`config.mk`:
```
export PLATFORM = sky130hd
export DESIGN_NAME = rpmc_top
export DESIGN_NICKNAME = d
export VERILOG_FILES = /design/src/rpmc_pkg.sv /design/src/rpmc_top.sv /design/src/rpmc_sticky.sv /design/src/rpmc_shadow.sv
export SDC_FILE = /design/constraint.sdc
export NUM_CORES = 1
export LEC_CHECK = 0
export CORE_ASPECT_RATIO = 0.8
export CORE_MARGIN = 2
export CORE_UTILIZATION = 55
export CTS_BUF_LIST = sky130_fd_sc_hd__clkbuf_8 sky130_fd_sc_hd__clkbuf_16
export DETAILED_ROUTE_END_ITERATION = 10
export DONT_BUFFER_PORTS = 1
export GPL_TIMING_DRIVEN = 0
export PLACE_DENSITY = 0.66
export SLEW_MARGIN = 20
export SYNTH_ARGS = -nofsm -noshare
export SYNTH_HDL_FRONTEND = slang
export SYNTH_SLANG_ARGS = --single-unit
```
`constraint.sdc`:
```
create_clock -name i_mclk -period 2.15 [get_ports i_mclk]
set_clock_uncertainty 0.2 [all_clocks]
set_input_delay 0.1075 -clock i_mclk [delete_from_list [all_inputs] [get_ports i_mclk]]
set_output_delay 0.1075 -clock i_mclk [all_outputs]
set_load 0.005 [all_outputs]
```
`src/rpmc_pkg.sv`:
```
// Package: register layout, reset value and mode codes of the PLL misc control block
package rpmc_pkg;
    localparam int              REG_W          = 16;
    localparam logic [1:0]      ADDR_MISC      = 2'h0;
    localparam logic [1:0]      ADDR_STATUS    = 2'h1;
    localparam logic [1:0]      ADDR_MASK      = 2'h2;
    localparam logic [15:0]     MISC_RESET     = 16'h0022;
    localparam logic [15:0]     MISC_RW_MASK   = 16'hbfff;
    localparam int              B_STRAP_OVR    = 15;
    localparam int              B_UNLOCK       = 14;
    localparam int              B_FORCE        = 13;
    localparam int              B_BUF_SUPPLY   = 12;
    localparam int              B_BIAS_SEL     = 11;
    localparam int              B_LOCK_OVR     = 10;
    localparam int              B_PGOOD_OVR    = 9;
    localparam int              B_OFREQ_SRC    = 8;
    localparam int              B_DIVTAB_SEL   = 7;
    localparam int              B_FORCE_PUP    = 6;
    localparam int              B_REF_CLOCK_SELECT_HI    = 5;
    localparam int              B_REF_CLOCK_SELECT_LO    = 4;
    localparam int              B_IN_MODE      = 3;
    localparam int              B_MODE_HI      = 2;
    localparam int              B_MODE_LO      = 0;
    localparam int              N_EVT          = 2;
    localparam int              EV_UNLOCK      = 0;
    localparam int              EV_LATCH       = 1;
    localparam logic [1:0]      REF_36MHZ      = 2'h0;
    localparam logic [1:0]      REF_40MHZ      = 2'h1;
    localparam logic [1:0]      REF_25MHZ      = 2'h2;
    localparam logic [1:0]      REF_125MHZ     = 2'h3;
    typedef enum logic [2:0] {
        RPMC_TEST_MODE_CODE  = 3'b000,
        RPMC_HOST_APP_MODE_A = 3'b001,
        RPMC_HOST_APP_MODE_B = 3'b010,
        RPMC_HOST_APP_MODE_C = 3'b011,
        RPMC_PHY_PLL_MODE    = 3'b100,
        RPMC_WIRELESS_MODE   = 3'b101
    } rpmc_mode_t;
endpackage : rpmc_pkg

```
`src/rpmc_top.sv`:
```
// Top: ring PLL misc control register, shadowing, strap override, unlock interrupt
//
// Contract
// RL1: Strap override set takes input mode, clock select, table select from register.
// RL2: Unlock flag sets on lock loss, survives relock, clears on write of 1.
// RL3: Written configuration waits in shadow until next soft reset assertion.
// RL4: Writing force bit 1 latches shadow at once; hardware clears the bit.
// RL5: Lock override set reports the PLL locked regardless of detector.
// RL6: Output frequency source 1 uses internal table, 0 register selections.
// RL7: Divider table select 1 uses internal table; only under strap override.
// RL8: Reference select codes 36, 40, 25, 125 MHz; else crystal strap.
// RL9: Input mode 0 CML, 1 CMOS; without strap override always 0.
// RL10: Mode field encodes test, three host modes, PHY PLL, wireless.
// RL11: Force power-up 1 powers all divider chains, else mode table.
// RL12: Power-good override 1 disables internal regulator power-good check.
// RL13: Bias select 1 external bias current, 0 internal.
// RL14: Buffer supply select 1 external 1.1 V, 0 internal regulator.
// RL15: Mode codes 110 and 111 are reserved; behaviour undefined.
module rpmc_top (
    input  wire logic        i_mclk,           // Clock, 25 MHz
    input  wire logic        i_sys_rst,        // Async reset, high
    input  wire logic [1:0]  i_addr,           // Register word address
    input  wire logic [15:0] i_wdata,          // Write data
    input  wire logic        i_wr,             // Write strobe
    input  wire logic        i_rd,             // Read strobe
    output logic      [15:0] o_rdata,          // Read data, cycle after read
    input  wire logic        i_soft_reset_n,   // Soft reset, low
    input  wire logic [1:0]  i_crystal_strap,  // Strapped ref clock select
    input  wire logic        i_strap_divtab,   // Strapped divider table select
    input  wire logic        i_pll_lock,       // Lock detector
    output logic             o_lock,           // Reported lock
    output logic             o_strap_override, // Effective strap override
    output logic             o_in_mode_cmos,   // 1 CMOS, 0 CML input
    output logic      [1:0]  o_ref_clock_sel,  // Effective ref clock code
    output logic             o_divtab_int,     // Divider values from table
    output logic             o_ofreq_int,      // Output freqs from table
    output logic             o_force_pup,      // All divider chains up
    output logic             o_pgood_check_en, // Power-good check active
    output logic             o_bias_ext,       // External bias current
    output logic             o_buf_supply_ext, // External buffer supply
    output logic      [2:0]  o_pll_mode,       // PLL mode code
    output logic             o_irq             // Interrupt, level
);
    //////////////////////////////////////////////////////////////////////////////
    // State
    typedef struct packed {
        logic [15:0]            misc;
        logic [rpmc_pkg::N_EVT-1:0] mask;
        logic [15:0]            rdata;
        logic                   srst_n_d;
        logic                   lock_d;
        logic                   force_ld;
        logic [1:0]             ref_sel;
        logic                   divtab;
        logic                   inmode;
        logic                   so;
        logic [2:0]             mode;
        logic [5:0]             misc_out;
    } rpmc_top_t;
    rpmc_top_t st_reg;
    rpmc_top_t st_next;

    logic [15:0]               eff_cfg;
    logic [rpmc_pkg::N_EVT-1:0] evt_set;
    logic [rpmc_pkg::N_EVT-1:0] evt_clr;
    logic [rpmc_pkg::N_EVT-1:0] evt_flag;
    logic                      unlock_set;
    logic                      unlock_clr;
    logic                      unlock_flag;
    logic                      srst_fall;
    logic                      latch_now;
    logic                      wr_misc;

    //////////////////////////////////////////////////////////////////////////////
    // Event sources
    assign wr_misc    = i_wr && (i_addr == rpmc_pkg::ADDR_MISC);
    assign unlock_set = st_reg.lock_d & ~i_pll_lock;                    // see RL2
    assign unlock_clr = wr_misc & i_wdata[rpmc_pkg::B_UNLOCK];          // see RL2
    assign srst_fall  = st_reg.srst_n_d & ~i_soft_reset_n;              // see RL3
    assign latch_now  = srst_fall | st_reg.force_ld;                    // see RL3
    assign evt_set    = {latch_now, 1'b0};
    assign evt_clr    = (i_rd && i_addr == rpmc_pkg::ADDR_STATUS) ? '1 : '0;

    rpmc_sticky #(.N(1)) u_unlock (
        .i_mclk    (i_mclk),
        .i_sys_rst (i_sys_rst),
        .i_set     (unlock_set),
        .i_clr     (unlock_clr),
        .o_flag    (unlock_flag)
    );

    rpmc_sticky #(.N(rpmc_pkg::N_EVT)) u_irq_stat (
        .i_mclk    (i_mclk),
        .i_sys_rst (i_sys_rst),
        .i_set     (evt_set | {1'b0, unlock_set}),
        .i_clr     (evt_clr),
        .o_flag    (evt_flag)
    );

    rpmc_shadow #(.W(rpmc_pkg::REG_W)) u_shadow (
        .i_mclk    (i_mclk),
        .i_sys_rst (i_sys_rst),
        .i_load    (latch_now),                                          // see RL4
        .i_rst_val (rpmc_pkg::MISC_RESET),
        .i_d       (st_reg.misc),
        .o_q       (eff_cfg)
    );

    //////////////////////////////////////////////////////////////////////////////
    // Next state
    always_comb begin
        st_next          = st_reg;
        st_next.srst_n_d = i_soft_reset_n;
        st_next.lock_d   = i_pll_lock;
        st_next.force_ld = 1'b0;
        // Force bit self-clears one cycle after the write
        st_next.misc[rpmc_pkg::B_FORCE] = 1'b0;                         // see RL4
        if (wr_misc) begin
            st_next.misc = i_wdata & rpmc_pkg::MISC_RW_MASK;
            st_next.force_ld = i_wdata[rpmc_pkg::B_FORCE];              // see RL4
        end
        if (i_wr && i_addr == rpmc_pkg::ADDR_MASK) begin
            st_next.mask = i_wdata[rpmc_pkg::N_EVT-1:0];
        end
        st_next.rdata = 16'h0000;
        if (i_rd) begin
            case (i_addr)
                rpmc_pkg::ADDR_MISC: begin
                    st_next.rdata = st_reg.misc;
                    st_next.rdata[rpmc_pkg::B_UNLOCK] = unlock_flag;     // see RL2
                end
                rpmc_pkg::ADDR_STATUS: begin
                    st_next.rdata[rpmc_pkg::N_EVT-1:0] = evt_flag;
                end
                rpmc_pkg::ADDR_MASK: begin
                    st_next.rdata[rpmc_pkg::N_EVT-1:0] = st_reg.mask;
                end
                default: begin
                    st_next.rdata = 16'h0000;
                end
            endcase
        end
        // Effective strap-dependent selections
        st_next.so = eff_cfg[rpmc_pkg::B_STRAP_OVR];
        if (eff_cfg[rpmc_pkg::B_STRAP_OVR]) begin                        // see RL1
            st_next.ref_sel = eff_cfg[rpmc_pkg::B_REF_CLOCK_SELECT_HI:rpmc_pkg::B_REF_CLOCK_SELECT_LO]; // see RL8
            st_next.divtab  = eff_cfg[rpmc_pkg::B_DIVTAB_SEL];           // see RL7
            st_next.inmode  = eff_cfg[rpmc_pkg::B_IN_MODE];              // see RL9
        end else begin
            st_next.ref_sel = i_crystal_strap;                           // see RL8
            st_next.divtab  = i_strap_divtab;                            // see RL7
            st_next.inmode  = 1'b0;                                      // see RL9
        end
        // Reserved codes pass through unchanged
        st_next.mode = eff_cfg[rpmc_pkg::B_MODE_HI:rpmc_pkg::B_MODE_LO]; // see RL10 see RL15
        st_next.misc_out = {eff_cfg[rpmc_pkg::B_BUF_SUPPLY],             // see RL14
                            eff_cfg[rpmc_pkg::B_BIAS_SEL],               // see RL13
                            eff_cfg[rpmc_pkg::B_LOCK_OVR],               // see RL5
                            ~eff_cfg[rpmc_pkg::B_PGOOD_OVR],             // see RL12
                            eff_cfg[rpmc_pkg::B_OFREQ_SRC],              // see RL6
                            eff_cfg[rpmc_pkg::B_FORCE_PUP]};             // see RL11
    end

    always_ff @(posedge i_mclk or posedge i_sys_rst) begin
        if (i_sys_rst) begin
            st_reg          <= '0;
            st_reg.misc     <= rpmc_pkg::MISC_RESET;
            st_reg.srst_n_d <= 1'b1;
            st_reg.lock_d   <= 1'b0;
            st_reg.ref_sel  <= rpmc_pkg::REF_36MHZ;
            st_reg.mode     <= rpmc_pkg::RPMC_HOST_APP_MODE_B;
        end else begin
            st_reg <= st_next;
        end
    end

    //////////////////////////////////////////////////////////////////////////////
    // Outputs
    assign o_rdata          = st_reg.rdata;
    assign o_strap_override = st_reg.so;
    assign o_ref_clock_sel  = st_reg.ref_sel;
    assign o_divtab_int     = st_reg.divtab;
    assign o_in_mode_cmos   = st_reg.inmode;
    assign o_pll_mode       = st_reg.mode;
    assign o_buf_supply_ext = st_reg.misc_out[5];
    assign o_bias_ext       = st_reg.misc_out[4];
    assign o_lock           = st_reg.lock_d | st_reg.misc_out[3];        // see RL5
    assign o_pgood_check_en = st_reg.misc_out[2];
    assign o_ofreq_int      = st_reg.misc_out[1];
    assign o_force_pup      = st_reg.misc_out[0];
    assign o_irq            = |(evt_flag & st_reg.mask);
endmodule : rpmc_top

```
`src/rpmc_sticky.sv`:
```
// Sticky event flags with per-bit clear; a set wins over a clear
module rpmc_sticky #(
    parameter int N = 2
) (
    input  wire logic         i_mclk,    // Clock
    input  wire logic         i_sys_rst, // Async reset, high
    input  wire logic [N-1:0] i_set,     // Event pulses
    input  wire logic [N-1:0] i_clr,     // Clear pulses
    output logic      [N-1:0] o_flag     // Sticky flags
);
    typedef struct packed {
        logic [N-1:0] flag;
    } rpmc_sticky_t;
    rpmc_sticky_t st_reg;
    rpmc_sticky_t st_next;

    always_comb begin
        st_next = st_reg;
        for (int k = 0; k < N; k++) begin
            st_next.flag[k] = i_set[k] | (st_reg.flag[k] & ~i_clr[k]);
        end
    end

    always_ff @(posedge i_mclk or posedge i_sys_rst) begin
        if (i_sys_rst) begin
            st_reg <= '0;
        end else begin
            st_reg <= st_next;
        end
    end

    assign o_flag = st_reg.flag;
endmodule : rpmc_sticky

```
`src/rpmc_shadow.sv`:
```
// Shadow latch: holds the configuration in effect, loaded on soft reset or force
module rpmc_shadow #(
    parameter int W = 16
) (
    input  wire logic         i_mclk,    // Clock
    input  wire logic         i_sys_rst, // Async reset, high
    input  wire logic         i_load,    // Load strobe
    input  wire logic [W-1:0] i_rst_val, // Reset value, constant
    input  wire logic [W-1:0] i_d,       // Staged configuration
    output logic      [W-1:0] o_q        // Effective configuration
);
    typedef struct packed {
        logic [W-1:0] q;
        logic         loaded;
    } rpmc_shadow_t;
    rpmc_shadow_t sh_reg;
    rpmc_shadow_t sh_next;

    always_comb begin
        sh_next = sh_reg;
        if (i_load) begin
            sh_next.q      = i_d;
            sh_next.loaded = 1'b1;
        end
    end

    always_ff @(posedge i_mclk or posedge i_sys_rst) begin
        if (i_sys_rst) begin
            sh_reg <= '0;
        end else begin
            sh_reg <= sh_next;
        end
    end

    // Before the first load the reset value is in effect
    assign o_q = sh_reg.loaded ? sh_reg.q : i_rst_val;
endmodule : rpmc_shadow

```
After elaboration in Yosys (flattened, before gate mapping). Cells that the tools add are included.

Output and inout port bits: 31. Memories kept: 0. Bits in latches: 0. Memory bits (writable): 0. Register bits after elaboration: 69. Word-level logic and storage cells: 51. ROM bits: 0. Input bits: 27.

Shift-type cells: 0. $add $sub $neg: 0. Multiplexer cells: 8. Reductions and logical operators: 5. Divide/modulo/power cells: 0. Bitwise gates (word level): 19. Equal/unequal tests: 2. $lt $le $gt $ge: 0. $mul: 0.

Operator list (count): $mux 16 (2); $mux 14 (2); $and 1x1->1 (6); $not 1->1 (6); $pmux 2 s3 (1); $or 1x1->1 (5); $mux 4 (1); $logic_and 1x1->1 (3); $and 2x2->2 (1); $eq 2x1->1 const B (1); $eq 2x2->1 const B (1); $logic_not 2->1 (1); $mux 2 (1); $or 2x1->2 (1); $reduce_or 2->1 (1); $mux 1 (1).

Depth between registers and ports, before layout.
Depth in word-level cells: 6. Mapped depth: 5. Gate-level depth less buffers: 3.

Cells and area by module. A second synthesis with hierarchy kept.

Cells, all modules: 198. Area, all modules: 2935.3 um2.

Modules (own cells, without submodules): rpmc_top (cells an instance 132, area each 1893.1 um2, instances 1, sequential area each 1231.2 um2); rpmc_shadow (cells an instance 55, area each 925.9 um2, instances 1, sequential area each 425.4 um2); rpmc_sticky at u_irq_stat (cells an instance 7, area each 76.3 um2, instances 1, sequential area each 50.0 um2); rpmc_sticky at u_unlock (cells an instance 4, area each 40.0 um2, instances 1, sequential area each 25.0 um2).

Worst setup path after synthesis. Ideal clock, no wire load.

Path kind: register to register. Start: register st_reg[16] in the netlist's numbering. End: register u_shadow.sh_reg[10] in the netlist's numbering. Stages on the path, launching flop included: 4. Setup slack: 0.664 ns. Path buffers: 1. Data required time: 1.825 ns. Arrival time: 1.161 ns. Library setup time: 0.125 ns. Period minus slack after synthesis: 1.486 ns. Cell sequence: dfstp_2 a21oi_2 buf_4 mux2_2.

Cells in the longest elaborated chain, start to end: 2.

Ends and longest elaborated chain: start: declaration (RTL line rpmc_top.sv:60) `rpmc_top_t st_reg;`; start signal: assignment (RTL line rpmc_top.sv:173) `st_reg <= st_next;`; $and 1x1->1 (RTL line rpmc_top.sv:79) `assign srst_fall = st_reg.srst_n_d & ~i_soft_reset_n;`; $or 1x1->1 (RTL line rpmc_top.sv:80) `assign latch_now = srst_fall | st_reg.force_ld;`; end signal: assignment (RTL line rpmc_shadow.sv:31) `sh_reg <= sh_next;`; end: declaration (RTL line rpmc_shadow.sv:16) `rpmc_shadow_t sh_reg;`.

No other way between the ends. A chain may end at the register's enable or synchronous reset.

Worst setup path after layout.
Start: input port i_addr[1]. End: register st_reg[50] in the netlist's numbering.

Cells in the longest elaborated chain, start to end: 2.

Ends and longest elaborated chain: start: declaration (RTL line rpmc_top.sv:22) `input wire logic [1:0] i_addr,`; $logic_not 2->1 (RTL line rpmc_top.sv:76) `assign wr_misc = i_wr && (i_addr == rpmc_pkg::ADDR_MISC);`; $logic_and 1x1->1 (RTL line rpmc_top.sv:76).

No other way between the ends.

==> impl_metrics.yaml <==
status:
  status: "completed"
grt:
  grt_use_total: 0.1983
  gr-total-overflow: 0
  met1_usage: 0.2364
  antenna_found_initial: 0
  gr-max-usage-layer: "met2"
  grtUsageMet3: 0.07280
  use_met2: 0.3202
  grt_pass1_vias: 1585
  grt_start_max_net_pins: 43
  grt_pass1_wl_um: 7507
timing:
  fmax_mhz: 480.1
  slew_headroom: 0.6947
  worstMarginPinSlew_ps: 458.0
  slew_violations: 0
  period_share: 0.9688
  fin_crit_ps: 2083
  finalHoldViolCount: 0
  final-setup-viol-count: 0
  rsz0062_at_grt: "no"
  holdWs_ps: 23.59
yosys:
  syn_area_sq_mm: 0.002602
  yosysWarnings: 0
  syn_nets: 204
  avgSynthCellArea_sq_um: 14.70
  yosys_register_bits: 67
  ys_seq_area_frac: 0.6462
  syn_inst: 177
  synth_cell_type_count: 23
route:
  routed_via_density: 4.806
  drt_first_pass_iters: 4
  wl_um: 4371
  wl_per_cell_um: 15.12
  drcViolationCount: 0
  detail_route.iter0.violations: 39
  postRouteAntennaNets: 0
  vias: 1389
die:
  die_area_sq_mm: 0.005301
  die_w_um: 80.91
  core_area_sq_mm: 0.004569
  io_pins: 58
  initial_core_util: 0.5696
  rows: 22
  die_h_um: 65.53
power:
  p_leak_uw: 0.001532
  finalPower_uw: 3035
  powerDensity_mw_per_mm2: 940.2
  vdd_drop_max_v: 0.0005937
cts:
  numCtsBuffers: 9
  cts_resized: 0
  htree_levels: 3
  root_buffer: "clkbuf_8"
  cts.path.max_buffers: 2
  clk_latency_ps: 320
  cts.sinks: 67
  cts_tree: "yes"
  clk_pin_slew_ps: 60
critical_path:
  worst_ep_arrival_time_ps: 2090
  crit_path_end: "st_reg[50]"
  start_kind: "primary input"
  reg2reg_depth: 3
  r2r_start: "st_reg[16]"
  worstReg2RegEnd: "u_shadow.sh_reg[3]"
  critPathKind: "in -> reg"
  critPathRequiredTime_ps: 2160
  crit_path_end_kind: "flop"
  r2r_slack_ps: 430
  critPathMaxFanout: 7
  worstSetupStartpoint: "i_addr[1]"
placed_design:
  port_buffers: 0
  dp_hpwl_um: 2865
  place_congestion: 0.8074
  placed_cells: 238
final_layout:
  final_cell_mix: "dfrtp_1 (63), dlygate4sd3_1 (31), buf_4 (26), mux2_2 (25), and2_1 (22)"
  final_common_cell: "dfrtp_1"
  post-route-util: 0.7065
  syn_to_final_growth_pct: 24.04
  drive_gt1_frac: 0.3624
  fin_nets: 251
  fin_cells: 289
  diodes: 0
  largest_reg_flops: 20
min_path:
  worstHoldPathType: "in -> reg"
run:
  drv_cap: 0
-- stage by stage --
| step | setup TNS, ps | cell area, sq um | worst slack (ps) |
|---|---|---|---|
| after floorplan | 0 | 2603 | 166.0 |
| after global placement | -20770 | 2678 | -332.2 |
| after detailed placement | 0 | 2700 | 417.0 |
| after CTS | 0 | 3208 | 21.79 |
| after global routing | 0 | 3228 | 46.49 |
| final | 0 | 3228 | 67.07 |
-- cells by family after synthesis --
logic type             after synthesis  share of synthesized area
and+or+nand+nor                     40                    0.09519
DFF                                 67                     0.6462
AOI/OAI and AO/OA                    6                    0.01731
buffers and inverters               29                    0.07933
muxes                               35                     0.1620
-- Yosys cell counts (all sizes together) --
| library cell | n | area, sq um |
|---|---|---|
| and3 | 1 | 6.260 |
| a21oi | 1 | 8.760 |
| a22o | 1 | 8.760 |
| inv | 3 | 11.26 |
| mux2 | 33 | 401.6 |
| a21o | 2 | 15.01 |
| mux2i | 2 | 20.02 |
| and2 | 22 | 137.6 |
| nor2b | 1 | 6.260 |
| nand2b | 4 | 25.02 |
| clkbuf | 2 | 7.510 |
| o22ai | 2 | 12.51 |
| dfstp | 4 | 105.1 |
| buf | 24 | 187.7 |
| nor2 | 1 | 3.750 |
| or2 | 1 | 6.260 |
| dfrtp | 63 | 1577 |
| nand3b | 2 | 15.01 |
| nor3b | 1 | 18.77 |
| nand2 | 7 | 28.78 |
-- power by group --
| group | internal, uW | leakage (uW) | switching [uW] | total, uW |
|---|---|---|---|---|
| registers | 1510 | 0.000813 | 118 | 1620 |
| clock network | 548 | 0.000111 | 406 | 954 |
| logic | 298 | 0.000608 | 159 | 457 |
-- area by class of cell --
| type | instances | area [sq um] |
|---|---|---|
| clock buffer | 10 | 137.6 |
| fill | 315 | 1341 |
| buffer | 26 | 195.2 |
| clock inverter | 6 | 50.05 |
| inverter | 3 | 13.76 |
| timing repair buffer | 36 | 360.3 |
| sequential | 67 | 1682 |
| multi-input combinational | 81 | 714.4 |
| tap | 60 | 75.07 |
-- critical path, cell delays in order --
cell and delay (ps):
dlygate4sd3_1 550, buf_6 150, nor3b_4 190, buf_4 180, mux2_2 350, dlygate4sd3_1 560
-- what timing repair did --
item	in CTS	in global routing
endpoints found under the hold margin	98	0
setup buffers	0	4
endpoints found under the setup margin	0	3
hold buffers	32	0
-- worst min path at each step --
stage | start | end | slack, ps | depth (start not counted)
2_1_floorplan | i_soft_reset_n | st_reg[16] | -90 | 0
3_3_place_gp | i_soft_reset_n | st_reg[16] | -90 | 0
3_5_place_dp | i_sys_rst | o_rdata[13] | -230 | 1
4_1_cts | i_soft_reset_n | u_shadow.sh_reg[2] | 20 | 3
5_1_grt | i_sys_rst | o_rdata[13] | 40 | 2
6_report | i_soft_reset_n | u_shadow.sh_reg[2] | 20 | 3
-- routing by layer --
layer  share of wire  routed length, um
met5               0                  0
met4           0.014                 63
met3           0.057                249
met2            0.50               2183
met1            0.43               1875
No activity file was read; power rests on OpenSTA's default activity.
